<file path="src/rsd_defines.vh">
// named constants for the remote sensor decoder
// assumes a 125 MHz clock and a 10-bit current sample, 1 lsb = 0.05 mA
`ifndef RSD_DEFINES_VH
`define RSD_DEFINES_VH
// register byte addresses
`define RSD_A_SETUP 8'h00
`define RSD_A_TRIP 8'h04
`define RSD_A_TAG 8'h08
`define RSD_A_STAT 8'h0c
`define RSD_A_RES0 8'h10
`define RSD_A_RES1 8'h14
`define RSD_A_RES2 8'h18
// setup fields
`define RSD_F_WHEEL 0
`define RSD_F_VAR_LO 1
`define RSD_F_VAR_HI 2
`define RSD_F_CTRIP 3
`define RSD_F_RAWFWD 4
`define RSD_F_WRAWFWD 5
`define RSD_F_SSFWD 6
`define RSD_F_DGL_LO 7
`define RSD_F_DGL_HI 10
`define RSD_F_TEST 11
`define RSD_F_TLVL 12
`define RSD_F_FAST 13
`define RSD_F_SBOFF 14
`define RSD_SETUP_RST 32'h0000_0000
// wheel sensor types
`define RSD_WT_STD 2'h0
`define RSD_WT_3LVL 2'h1
`define RSD_WT_PWM2 2'h2
`define RSD_WT_PWM1 2'h3
// result fields and fault codes
`define RSD_R_FLT 31
`define RSD_R_TAG_LO 10
`define RSD_R_CRC_LO 17
`define RSD_R_SS 15
`define RSD_E_MAN 3'h1
`define RSD_E_INVAL 3'h2
`define RSD_E_NODATA 3'h3
`define RSD_E_EMPTY 3'h4
`define RSD_E_DIAG 3'h5
`define RSD_CRC_SEED 3'h7
// tracking, codes at 0.05 mA
`define RSD_BASE_RST 10'h08c
`define RSD_BASE_MIN 10'h032
`define RSD_BASE_MAX 10'h1a4
`define RSD_D1_RST 10'h08c
`define RSD_D2_RST 10'h118
`define RSD_FIX1_RST 10'h038
`define RSD_FIX2_RST 10'h0fc
// timing
`define RSD_CLK_MHZ 125
`define RSD_BIT_SLOW_NS 8000
`define RSD_BIT_FAST_NS 5291
`define RSD_BIT_SLOW_CYC (`RSD_BIT_SLOW_NS * `RSD_CLK_MHZ / 1000)
`define RSD_BIT_FAST_CYC (`RSD_BIT_FAST_NS * `RSD_CLK_MHZ / 1000)
`define RSD_DGL_STEP_NS 64
`define RSD_DGL_STEP_CYC (`RSD_DGL_STEP_NS * `RSD_CLK_MHZ / 1000)
`define RSD_PWM_TICK_NS 5000
`define RSD_PWM_TICK_CYC (`RSD_PWM_TICK_NS * `RSD_CLK_MHZ / 1000)
`define RSD_VDA_BIT_US 50
`define RSD_PWM_OVF 9'h1ff
`define RSD_SS_LO 9'h0a0
`define RSD_SS_HI 9'h140
`define RSD_NBITS 4'hf
`define RSD_NBITS8 4'hd
`endif

</file>
<file path="src/rsd_top.v">
// remote sensor decoder: current demodulator, manchester frame decoder,
// wheel speed decoder, result registers behind an axi4-lite slave.
// assumes current samples and slot strobes come from logic on i_ref_clk.
//
// Register access over AXI4-Lite and the register offsets were left to the implementer.
`timescale 1ns/1ps
`include "rsd_defines.vh"
module rsd_top #(
  parameter P_VDA_BIT_CYC = `RSD_VDA_BIT_US * `RSD_CLK_MHZ
) (
  // clock and reset
  input wire i_ref_clk,
  input wire i_arst_n,
  // axi4-lite slave
  input wire [7:0] i_s_axi_awaddr,
  input wire i_s_axi_awvalid,
  output wire o_s_axi_awready,
  input wire [31:0] i_s_axi_wdata,
  input wire [3:0] i_s_axi_wstrb,
  input wire i_s_axi_wvalid,
  output wire o_s_axi_wready,
  output reg [1:0] o_s_axi_bresp,
  output reg o_s_axi_bvalid,
  input wire i_s_axi_bready,
  input wire [7:0] i_s_axi_araddr,
  input wire i_s_axi_arvalid,
  output wire o_s_axi_arready,
  output reg [31:0] o_s_axi_rdata,
  output reg [1:0] o_s_axi_rresp,
  output reg o_s_axi_rvalid,
  input wire i_s_axi_rready,
  // sensor side
  input wire [9:0] i_sense_cur,
  input wire i_sense_vld,
  input wire i_slot_start,
  input wire [1:0] i_slot_idx,
  input wire [1:0] i_diag_fault,
  // pulse pin
  output reg o_wheel_pulse_out
);
  localparam S_IDLE = 2'b01;
  localparam S_RUN = 2'b10;
  localparam integer BIT_S_N = `RSD_BIT_SLOW_CYC;
  localparam integer BIT_F_N = `RSD_BIT_FAST_CYC;
  localparam integer DSTEP_N = `RSD_DGL_STEP_CYC;
  localparam integer PTICK_N = `RSD_PWM_TICK_CYC;
  localparam integer VBIT_N = P_VDA_BIT_CYC;
  localparam [11:0] BIT_S = BIT_S_N[11:0];
  localparam [11:0] BIT_F = BIT_F_N[11:0];
  localparam [15:0] DSTEP = DSTEP_N[15:0];
  localparam [9:0] PTICK = PTICK_N[9:0];
  localparam [15:0] VBIT = VBIT_N[15:0];

  function [2:0] crc3;
    input [16:0] d;
    reg [2:0] s;
    begin
      s = `RSD_CRC_SEED;
      crc3[2] = s[0]^d[0]^d[1]^d[3]^d[6]^d[7]^d[8]^d[10]^d[13]^d[14]^d[15];
      crc3[1] = s[2]^d[0]^d[1]^d[2]^d[4]^d[7]^d[8]^d[9]^d[11]^d[14]^d[15]^d[16];
      crc3[0] = s[1]^s[0]^d[0]^d[2]^d[5]^d[6]^d[7]^d[9]^d[12]^d[13]^d[14]^d[16];
    end
  endfunction

  function [31:0] wmerge;
    input [31:0] old;
    input [31:0] nw;
    input [3:0] stb;
    integer k;
    begin
      wmerge = old;
      for (k = 0; k < 4; k = k + 1) begin
        if (stb[k]) begin
          wmerge[k*8 +: 8] = nw[k*8 +: 8];
        end
      end
    end
  endfunction

  reg [31:0] setup_r;
  reg [31:0] trip_r;
  reg [3:0] tag_r;
  wire wheel = setup_r[`RSD_F_WHEEL];
  wire [1:0] variant = setup_r[`RSD_F_VAR_HI:`RSD_F_VAR_LO];
  wire [3:0] dgl = setup_r[`RSD_F_DGL_HI:`RSD_F_DGL_LO];

  // diagnostic fault inputs are analogue, so synchronise
  reg [1:0] dg_s1_r;
  reg [1:0] dg_s2_r;
  reg [1:0] diag_r;

  // current tracking and demodulation
  reg [9:0] base_r;
  reg [9:0] d1_r;
  reg [9:0] d2_r;
  reg demod_r;
  reg lvl2_r;
  wire [10:0] trip1 = {1'b0, base_r} + (setup_r[`RSD_F_CTRIP] ? {1'b0, trip_r[9:0]}
    : {2'b00, d1_r[9:1]});
  wire [10:0] trip2 = {1'b0, base_r} + (setup_r[`RSD_F_CTRIP] ? {1'b0, trip_r[25:16]}
    : ({1'b0, d1_r} + {2'b00, d2_r[9:1]}));
  wire signed [11:0] dev = $signed({2'b00, i_sense_cur}) - $signed({2'b00, base_r});
  wire signed [11:0] dev2 = dev - $signed({2'b00, d1_r});
  wire signed [11:0] bstep = dev >>> 4;
  wire signed [11:0] b_nxt = $signed({2'b00, base_r}) + bstep;
  wire signed [11:0] d1_nxt = $signed({2'b00, d1_r}) + ((dev - $signed({2'b00, d1_r})) >>> 4);
  wire signed [11:0] d2_nxt = $signed({2'b00, d2_r}) + ((dev2 - $signed({2'b00, d2_r})) >>> 4);

  always @(posedge i_ref_clk or negedge i_arst_n) begin
    if (!i_arst_n) begin
      base_r <= `RSD_BASE_RST;
      d1_r <= `RSD_D1_RST;
      d2_r <= `RSD_D2_RST;
      demod_r <= 1'b0;
      lvl2_r <= 1'b0;
    end else if (i_sense_vld) begin
      demod_r <= ({1'b0, i_sense_cur} > trip1);
      lvl2_r <= ({1'b0, i_sense_cur} > trip2);
      if ({1'b0, i_sense_cur} <= trip1) begin
        if (b_nxt < $signed({2'b00, `RSD_BASE_MIN})) begin
          base_r <= `RSD_BASE_MIN;
        end else if (b_nxt > $signed({2'b00, `RSD_BASE_MAX})) begin
          base_r <= `RSD_BASE_MAX;
        end else begin
          base_r <= b_nxt[9:0];
        end
      end else if ({1'b0, i_sense_cur} <= trip2 || !wheel) begin
        if (d1_nxt > 0) begin
          d1_r <= d1_nxt[9:0];
        end
      end else if (d2_nxt > 0) begin
        d2_r <= d2_nxt[9:0];
      end
    end
  end

  // glitch filter: quarter bit in psi5 mode, deglitch setting in wheel mode
  reg flt_r;
  reg flt_d_r;
  reg [15:0] fcnt_r;
  wire [11:0] bit_min = setup_r[`RSD_F_FAST] ? BIT_F : BIT_S;
  wire [3:0] dsel = (dgl == 4'hf) ? 4'he : dgl;
  wire [15:0] flim = wheel ? (DSTEP * ({12'h000, dsel} + 16'h0001))
    : {6'h00, bit_min[11:2]};
  always @(posedge i_ref_clk or negedge i_arst_n) begin
    if (!i_arst_n) begin
      flt_r <= 1'b0;
      flt_d_r <= 1'b0;
      fcnt_r <= 16'h0000;
    end else begin
      flt_d_r <= flt_r;
      if (demod_r == flt_r) begin
        fcnt_r <= 16'h0000;
      end else if (fcnt_r + 16'h0001 >= flim) begin
        flt_r <= demod_r;
        fcnt_r <= 16'h0000;
      end else begin
        fcnt_r <= fcnt_r + 16'h0001;
      end
    end
  end
  wire edge_any = flt_r ^ flt_d_r;
  wire edge_fall = flt_d_r & ~flt_r;

  // manchester decoder
  reg [1:0] st_r;
  reg [11:0] tmr_r;
  reg [3:0] nb_r;
  reg bnd_r;
  reg [12:0] sh_r;
  reg [1:0] slot_r;
  reg m_ok;
  reg m_err;
  wire [11:0] wlo = bit_min - {2'b00, bit_min[11:2]};
  wire [11:0] whi = bit_min + {2'b00, bit_min[11:2]};
  // 8-bit frames carry two data bits fewer
  wire [3:0] nb_end = variant[0] ? `RSD_NBITS8 : `RSD_NBITS;
  wire bitv = ~flt_r;
  wire sb_bad = (nb_r < 4'h2) && bitv && !setup_r[`RSD_F_SBOFF];
  always @* begin
    m_ok = 1'b0;
    m_err = 1'b0;
    if (!wheel && st_r == S_RUN) begin
      if (i_slot_start) begin
        m_err = 1'b1;
      end else if (edge_any && tmr_r >= wlo) begin
        m_err = (nb_r == nb_end) || sb_bad;
      end else if (edge_any) begin
        m_err = bnd_r;
      end else if (tmr_r > whi) begin
        m_ok = (nb_r == nb_end);
        m_err = (nb_r != nb_end);
      end
    end
  end
  always @(posedge i_ref_clk or negedge i_arst_n) begin
    if (!i_arst_n) begin
      st_r <= S_IDLE;
      tmr_r <= 12'h000;
      nb_r <= 4'h0;
      bnd_r <= 1'b0;
      sh_r <= 13'h0000;
      slot_r <= 2'b00;
    end else begin
      if (i_slot_start) begin
        slot_r <= i_slot_idx;
      end
      case (st_r)
        S_IDLE: begin
          tmr_r <= 12'h000;
          bnd_r <= 1'b0;
          nb_r <= 4'h1;
          if (!wheel && !i_slot_start && edge_any && flt_r) begin
            st_r <= S_RUN;
          end
        end
        S_RUN: begin
          if (m_err || m_ok || wheel) begin
            st_r <= S_IDLE;
          end else if (edge_any && tmr_r >= wlo) begin
            nb_r <= nb_r + 4'h1;
            sh_r <= {bitv, sh_r[12:1]};
            tmr_r <= 12'h000;
            bnd_r <= 1'b0;
          end else begin
            if (edge_any) begin
              bnd_r <= 1'b1;
            end
            tmr_r <= tmr_r + 12'h001;
          end
        end
        default: begin
          st_r <= S_IDLE;
        end
      endcase
    end
  end
  wire [9:0] pdata = variant[0] ? {2'b00, sh_r[9:2]} : sh_r[9:0];
  wire [16:0] dword = {3'b000, tag_r, pdata};
  wire [31:0] psi_word = {12'h000, crc3(dword), dword};

  // wheel speed decoding
  reg [8:0] pw_r;
  reg [9:0] tick_r;
  reg pw_run_r;
  reg ss_prev_r;
  reg mask_r;
  reg [15:0] vt_r;
  reg [3:0] vcnt_r;
  reg [8:0] vsh_r;
  reg vact_r;
  reg lvl2_d_r;
  reg w_wr;
  reg [31:0] w_word;
  wire is_pwm = (variant == `RSD_WT_PWM2) || (variant == `RSD_WT_PWM1);
  wire pw_ss = (pw_r >= `RSD_SS_LO) && (pw_r <= `RSD_SS_HI);
  wire pw_ovf = pw_run_r && (pw_r == `RSD_PWM_OVF);
  wire v_start = lvl2_r && !lvl2_d_r;
  wire v_full = (vcnt_r == 4'h9);
  always @* begin
    w_wr = 1'b0;
    w_word = 32'h0000_0000;
    if (wheel && is_pwm && pw_run_r && (edge_fall || pw_ovf)) begin
      w_wr = 1'b1;
      w_word[8:0] = pw_r;
      w_word[`RSD_R_SS] = edge_fall && pw_ss;
    end else if (wheel && variant == `RSD_WT_3LVL && vact_r && (v_start || v_full)) begin
      w_wr = 1'b1;
      w_word[11:0] = {(v_full ? 4'h8 : vcnt_r), vsh_r[7:0]};
      if (v_full && ^vsh_r) begin
        w_word[`RSD_R_FLT] = 1'b1;
        w_word[30:28] = `RSD_E_INVAL;
      end
    end
  end
  always @(posedge i_ref_clk or negedge i_arst_n) begin
    if (!i_arst_n) begin
      pw_r <= 9'h000;
      tick_r <= 10'h000;
      pw_run_r <= 1'b0;
      ss_prev_r <= 1'b0;
      mask_r <= 1'b0;
      vt_r <= 16'h0000;
      vcnt_r <= 4'h0;
      vsh_r <= 9'h000;
      vact_r <= 1'b0;
      lvl2_d_r <= 1'b0;
    end else begin
      lvl2_d_r <= lvl2_r;
      if (edge_any && flt_r) begin
        pw_run_r <= 1'b1;
        pw_r <= 9'h000;
        tick_r <= 10'h000;
        mask_r <= ss_prev_r && setup_r[`RSD_F_SSFWD];
      end else if (w_wr && is_pwm) begin
        pw_run_r <= 1'b0;
        ss_prev_r <= w_word[`RSD_R_SS];
      end else if (pw_run_r) begin
        if (tick_r + 10'h001 >= PTICK) begin
          tick_r <= 10'h000;
          pw_r <= pw_r + 9'h001;
        end else begin
          tick_r <= tick_r + 10'h001;
        end
      end
      if (!flt_r && !pw_run_r && !ss_prev_r) begin
        mask_r <= 1'b0;
      end
      if (v_start) begin
        vact_r <= 1'b1;
        vcnt_r <= 4'h0;
        vt_r <= 16'h0000;
      end else if (v_full) begin
        vact_r <= 1'b0;
        vcnt_r <= 4'h0;
      end else if (vact_r) begin
        if (vt_r + 16'h0001 >= VBIT) begin
          vt_r <= 16'h0000;
          vsh_r <= {flt_r, vsh_r[8:1]};
          vcnt_r <= vcnt_r + 4'h1;
        end else begin
          vt_r <= vt_r + 16'h0001;
        end
      end
    end
  end

  // pulse pin
  wire two_lvl = (variant != `RSD_WT_3LVL);
  always @(posedge i_ref_clk or negedge i_arst_n) begin
    if (!i_arst_n) begin
      o_wheel_pulse_out <= 1'b0;
    end else if (setup_r[`RSD_F_TEST]) begin
      o_wheel_pulse_out <= setup_r[`RSD_F_TLVL];
    end else if (!wheel) begin
      o_wheel_pulse_out <= setup_r[`RSD_F_RAWFWD] && demod_r;
    end else if (two_lvl && setup_r[`RSD_F_WRAWFWD]) begin
      o_wheel_pulse_out <= demod_r;
    end else if (variant == `RSD_WT_3LVL) begin
      o_wheel_pulse_out <= lvl2_r;
    end else begin
      o_wheel_pulse_out <= flt_r && !mask_r;
    end
  end

  // result registers
  reg [31:0] res_r [0:2];
  reg [2:0] vld_r;
  reg wr_en;
  reg [1:0] wr_idx;
  reg [31:0] wr_val;
  always @* begin
    wr_en = 1'b0;
    wr_idx = 2'b00;
    wr_val = psi_word;
    if (!wheel && (m_ok || m_err)) begin
      wr_en = (slot_r != 2'b11);
      wr_idx = slot_r;
      if (m_err) begin
        wr_val = {1'b1, `RSD_E_MAN, 28'h000_0000};
      end
    end else if (wheel && w_wr) begin
      wr_en = 1'b1;
      wr_val = w_word;
    end
  end

  // axi4-lite slave
  reg aw_ok_r;
  reg w_ok_r;
  reg [7:0] awaddr_r;
  reg [31:0] wdata_r;
  reg [3:0] wstrb_r;
  assign o_s_axi_awready = !aw_ok_r && !o_s_axi_bvalid;
  assign o_s_axi_wready = !w_ok_r && !o_s_axi_bvalid;
  assign o_s_axi_arready = !o_s_axi_rvalid;
  wire do_wr = aw_ok_r && w_ok_r && !o_s_axi_bvalid;
  wire do_rd = i_s_axi_arvalid && o_s_axi_arready;
  wire [7:0] ra = i_s_axi_araddr;
  wire rd_res = do_rd && (ra == `RSD_A_RES0 || ra == `RSD_A_RES1 || ra == `RSD_A_RES2);
  wire [1:0] ridx = (ra == `RSD_A_RES0) ? 2'd0 : (ra == `RSD_A_RES1) ? 2'd1 : 2'd2;
  reg [31:0] rd_val;
  reg rd_bad;
  always @* begin
    rd_bad = 1'b0;
    rd_val = 32'h0000_0000;
    case (ra)
      `RSD_A_SETUP: rd_val = setup_r;
      `RSD_A_TRIP: rd_val = trip_r;
      `RSD_A_TAG: rd_val = {28'h000_0000, tag_r};
      `RSD_A_STAT: rd_val = {2'b00, diag_r, 2'b00, d1_r, 6'h00, base_r};
      `RSD_A_RES0, `RSD_A_RES1, `RSD_A_RES2: begin
        if (diag_r != 2'b00) begin
          rd_val = {1'b1, `RSD_E_DIAG, 26'h000_0000, diag_r};
        end else if (wheel && variant == `RSD_WT_STD) begin
          rd_val = {1'b1, `RSD_E_NODATA, 28'h000_0000};
        end else if (vld_r[ridx]) begin
          rd_val = res_r[ridx];
        end else begin
          rd_val = {1'b1, `RSD_E_EMPTY, 28'h000_0000};
        end
      end
      default: rd_bad = 1'b1;
    endcase
  end
  wire wbad = !(awaddr_r == `RSD_A_SETUP || awaddr_r == `RSD_A_TRIP ||
    awaddr_r == `RSD_A_TAG || awaddr_r == `RSD_A_STAT || awaddr_r == `RSD_A_RES0 ||
    awaddr_r == `RSD_A_RES1 || awaddr_r == `RSD_A_RES2);
  integer i;
  always @(posedge i_ref_clk or negedge i_arst_n) begin
    if (!i_arst_n) begin
      aw_ok_r <= 1'b0;
      w_ok_r <= 1'b0;
      awaddr_r <= 8'h00;
      wdata_r <= 32'h0000_0000;
      wstrb_r <= 4'h0;
      o_s_axi_bvalid <= 1'b0;
      o_s_axi_bresp <= 2'b00;
      o_s_axi_rvalid <= 1'b0;
      o_s_axi_rresp <= 2'b00;
      o_s_axi_rdata <= 32'h0000_0000;
      setup_r <= `RSD_SETUP_RST;
      trip_r <= {6'h00, `RSD_FIX2_RST, 6'h00, `RSD_FIX1_RST};
      tag_r <= 4'h0;
      vld_r <= 3'b000;
      dg_s1_r <= 2'b00;
      dg_s2_r <= 2'b00;
      diag_r <= 2'b00;
      for (i = 0; i < 3; i = i + 1) begin
        res_r[i] <= 32'h0000_0000;
      end
    end else begin
      dg_s1_r <= i_diag_fault;
      dg_s2_r <= dg_s1_r;
      diag_r <= (rd_res ? 2'b00 : diag_r) | dg_s2_r;
      if (i_s_axi_awvalid && o_s_axi_awready) begin
        aw_ok_r <= 1'b1;
        awaddr_r <= i_s_axi_awaddr;
      end
      if (i_s_axi_wvalid && o_s_axi_wready) begin
        w_ok_r <= 1'b1;
        wdata_r <= i_s_axi_wdata;
        wstrb_r <= i_s_axi_wstrb;
      end
      if (do_wr) begin
        aw_ok_r <= 1'b0;
        w_ok_r <= 1'b0;
        o_s_axi_bvalid <= 1'b1;
        o_s_axi_bresp <= wbad ? 2'b10 : 2'b00;
        case (awaddr_r)
          `RSD_A_SETUP: setup_r <= wmerge(setup_r, wdata_r, wstrb_r);
          `RSD_A_TRIP: trip_r <= wmerge(trip_r, wdata_r, wstrb_r);
          `RSD_A_TAG: if (wstrb_r[0]) tag_r <= wdata_r[3:0];
          default: tag_r <= tag_r;
        endcase
      end else if (o_s_axi_bvalid && i_s_axi_bready) begin
        o_s_axi_bvalid <= 1'b0;
      end
      if (do_rd) begin
        o_s_axi_rvalid <= 1'b1;
        o_s_axi_rdata <= rd_val;
        o_s_axi_rresp <= rd_bad ? 2'b10 : 2'b00;
      end else if (o_s_axi_rvalid && i_s_axi_rready) begin
        o_s_axi_rvalid <= 1'b0;
      end
      // new data wins over a clearing read in the same cycle
      for (i = 0; i < 3; i = i + 1) begin
        if (wr_en && wr_idx == i[1:0]) begin
          res_r[i] <= wr_val;
          vld_r[i] <= 1'b1;
        end else if (rd_res && ridx == i[1:0]) begin
          res_r[i] <= 32'h0000_0000;
          vld_r[i] <= 1'b0;
        end
      end
    end
  end
endmodule

</file>
<file path="config.mk">
export PLATFORM = sky130hd
export DESIGN_NAME = rsd_top
export DESIGN_NICKNAME = d
export VERILOG_FILES = /design/src/rsd_top.v
export VERILOG_INCLUDE_DIRS = /design/src
export SDC_FILE = /design/constraint.sdc
export NUM_CORES = 1
export LEC_CHECK = 0
export ABC_AREA = 1
export BUFFER_PORTS_ARGS = -buffer_cell sky130_fd_sc_hd__buf_2
export CORE_MARGIN = 2
export CORE_UTILIZATION = 63
export DETAILED_ROUTE_END_ITERATION = 6
export HOLD_SLACK_MARGIN = 0.06
export PLACE_DENSITY = 0.93
export SLEW_MARGIN = 0
export SYNTH_ARGS = -nofsm -noshare
export SYNTH_HDL_FRONTEND = slang
export SYNTH_SLANG_ARGS = --single-unit
export TNS_END_PERCENT = 5
</file>
<file path="constraint.sdc">
create_clock -name i_ref_clk -period 6.51 [get_ports i_ref_clk]
set_input_delay 0 -clock i_ref_clk [delete_from_list [all_inputs] [get_ports i_ref_clk]]
set_output_delay 0 -clock i_ref_clk [all_outputs]
set_load 0.05 [all_outputs]
</file>
==> implementation parameters <==
Parameter                              Value

Run status
  Run status ... finished, final reports clean

Power
  Total leakage power ... 13.19 nW
  Highest ir drop seen on vdd ... ~1.1 mV
  Power density over the cells ... between 500 and 600 nW/um2

Clock network
  Total clock sinks ... 360
  Clock slew at the register clock pins of the worst setup and hold paths ... around 0.060 ns
  Clock tree root driver cell ... clkbuf_16
  Number of buffers added by the clock tree synthesis step ... 38
  CTS tree ... done
  Clock latency of the later-clocked register in the worst-skew pair ... about 0.55 ns
  Number of buffers on the longest clock path ... 3
  CTS HTree Levels ... 2

Worst setup path
  Critical Path Sink Type ... flip-flop
  Crit path max-delay family ... simple AND/OR/NAND/NOR gates
  Count of buffer and inverter cells on the critical path ... 6
  Top cell by count, worst path ... nand2_1
  Req. time, crit path ... about 7 ns
  Crit-path slowest cell ... dfstp_2
  Worst stage delay on the critical path ... between 0.5 and 0.6 ns
  Crit path DAT ... around 6.6 ns
  Reg2Reg Launch Point ... base_r[3]
  Startpoint Class ... flip-flop
  Register-to-register setup slack ... between 0.3 and 0.4 ns
  Maximum fanout along the worst path ... 8
  Critical path start-end classification ... flip-flop to flip-flop
  Worst setup path startpoint ... base_r[3]

Floorplanning
  Area of the core ... around 36000 um2
  I/O pin count ... 117
  Die H ... a little under 200 um
  Row count ... 69
  Effective utilization at floorplan ... around 64%
  Die area ... 38060 um2
  DIE WIDTH ... around 200 um

Layout
  Final cell count without fillers ... 3704
  Multi-input logic area ... between 10000 and 15000 um2
  Share of layout cells above drive strength 1 ... approximately a tenth
  Final non-filler cell area ... approximately 26000 um2
  Filler cell count ... about 2600
  Area taken by flip-flops and latches ... 9032 um2
  Area growth from synthesis to layout ... 13.22%
  Final net count ... between 3000 and 4000

Min path
  Worst hold path startpoint ... i_s_axi_arvalid
  Hold Path Class ... primary input to flip-flop

Synthesis
  Primary FF master, synth ... dfrtp_1
  Cell area after synthesis ... 23000 um2
  Share of async-settable or async-resettable flops after synthesis ... 100.0%
  Number of enable flip-flop cells after synthesis ... 0
  Cell count after synthesis ... between 3000 and 4000
  Post-synthesis cell type with the largest combined area ... dfrtp_1
  Synth warn ... 0
  Post-Synthesis Mean Instance Area ... 7.589 um2
  Sequential-to-total area share from yosys stat ... ~39%
  Flip-flop and latch count after synthesis ... 360
  Ranking of synthesized cells by area ... dfrtp_1 37%, nand2_1 12%, ha_1 8.1%
  Portion of synthesized cell area occupied by the leading cell type ... 37.10%
  Synth cell types ... 63

Place
  HPWL Detailed ... ~52 mm
  Worst-case setup slack after placement ... about 0.38 ns
  Quantity of I/O buffers inserted on ports ... around 110
  Gpl congestion ... between 1 and 1.5
  Total cell area at the placement stage ... roughly 24000 um2
  Cell count after placement ... around 3600

GRT
  Vias in the first global route ... 22160
  Total overflow reported by the global router ... 0
  Overall global routing resource usage ... between 30 and 40%
  M1 GR Usage ... a little over half
  Wire length of the first global-routing pass ... between 100 and 150 mm
  GR peak layer ... met2
  Met3 usage ... under 10%
  Initial antenna violation count ... 5
  Pin count of the biggest net entering global routing ... ~170
  GR met2 Demand/Resource ... between 60% and 70%

STA
  Clock skew ... 0.03116 ns
  Final hold vios ... 0
  Worst-case headroom to the max-slew limit ... between 20% and 30%
  Pin slew with the least headroom to its limit ... 1.115 ns
  Min cycle time layout ... 6.138 ns
  Finish-stage setup viols ... 0
  Post-Route Hold Slack ... between 0.08 and 0.09 ns
  Max-slew violations ... 0
  Max Fclk ... around 0.16 GHz
  Period utilization ... between 90% and 100%
  Final WS setup ... roughly 0.37 ns

Flow run
  Number of max-cap violations ... 0

Routing
  Routed length per placed instance ... between 20 and 25 um
  Number of nets with antenna violations after detailed routing ... 0
  Iteration-0 DRC count of the detailed router ... ~2900
  Wire length after detailed routing ... between 70 and 80 mm
  1st-pass router iterations ... 7
  DRC violation count after routing ... 0
  Vias per inst ... 6.139
  Vias after detailed routing ... about 23000
-- logic make-up after synthesis --
group / Yosys count / share of synthesized area [%]
buffers and inverters: 482 / 8.257
DFF: 360 / 39.27
muxes: 4 / 0.1958
adders and majority gates: 157 / 8.801
other: 1 / 0.01630
xor gates and xnor gates: 129 / 4.945
and+or+nand+nor: 1324 / 24.53
AOI/OAI and AO/OA: 574 / 13.98
-- area by class of cell --
type | instances | share of cell area, %
diodes | 4 | 0.03843
repair buffers | 208 | 5.602
clock buffers | 53 | 4.175
clock inverters | 14 | 0.6870
well taps | 461 | 2.215
flip-flops and latches | 360 | 34.68
inverters | 406 | 5.852
multi-input cells | 2198 | 46.75
-- report_power, final --
group | internal (W) | switching, W | total [W]
sequential | 0.00271 | 0.000360 | 0.00307
clock | 0.00130 | 0.000940 | 0.00224
combinational | 0.00330 | 0.00588 | 0.00919
-- cells in the mapped netlist, types with 9 or more instances --
cell type	count
o21bai_1	9
ha_1	149
o21ai_1	35
inv_2	11
nor2_1	220
dfrtp_1	341
dfstp_2	19
buf_4	9
o21ai_2	9
buf_2	20
xor2_1	84
o22ai_1	19
a21oi_1	168
or2_2	14
nand3_1	176
inv_1	390
xnor2_1	44
nand2_2	13
clkbuf_1	41
nand4_1	50
a31oi_1	9
o21ai_0	247
a21o_1	10
nor3_1	45
nand2_1	764
a221oi_1	16
-- state kept, by name, summed over array words and instances, names as in the netlist, 12 cells and up --
| name | cells |
|---|---|
| fcnt_r | 16 |
| tmr_r | 12 |
| setup_r | 32 |
| res_r | 63 |
| sh_r | 13 |
| o_s_axi_rdata | 32 |
| wdata_r | 32 |
| vt_r | 16 |
| trip_r | 32 |
-- placed cells by master (no fill, tap or decap), drive strengths merged, types with 13 or more instances in the layout --
cell type / instances
nand2: 778
inv: 402
dfrtp: 341
o21ai: 291
nor2: 229
nand3: 185
a21oi: 170
ha: 149
buf: 144
xor2: 85
dlygate4sd3: 64
clkbuf: 53
nand4: 50
nor3: 49
xnor2: 44
o22ai: 19
dfstp: 19
a221oi: 16
or2: 15
clkinv: 13
-- metrics by stage --
step	util [%]	power, W	setup TNS, ns
after CTS	72.60	0.01405	0
final	72.87	0.01449	0
after global placement	67.26	0.01152	0
after detailed placement	67.26	0.01174	0
after global routing	72.86	0.01569	-0.2979
after floorplan	-	0.009423	0
-- routing by layer --
layer | routed length, um | vias up
li1 | - | 10280
met4 | 3709 | 0
met1 | 29360 | 10800
met3 | 7939 | 286
met5 | 0 | -
met2 | 33560 | 1384
-- worst paths after layout --
kind,cells past startpoint,end
max,34,d2_r[3]
min,4,o_s_axi_rvalid
max reg2reg,34,d2_r[3]
min reg2reg,0,dg_s2_r[1]
max in group asynchronous,3,d2_r[2]
min in group asynchronous,2,pw_r[3]
-- worst min-delay path, cell delays in order --
cell     delay [ns]
buf_2          0.09
nand2_2        0.04
buf_4          0.28
o21ai_0        0.15
-- what timing repair did --
| action | 4_1_cts | 5_1_grt |
|---|---|---|
| endpoints found under the setup margin | 0 | 10 |
| resized for setup | 0 | 11 |
| buffers inserted | 0 | 3 |
| endpoints found under the hold margin | 168 | 0 |
| hold buffers | 64 | 0 |
Power figures use the tool's default switching activity.
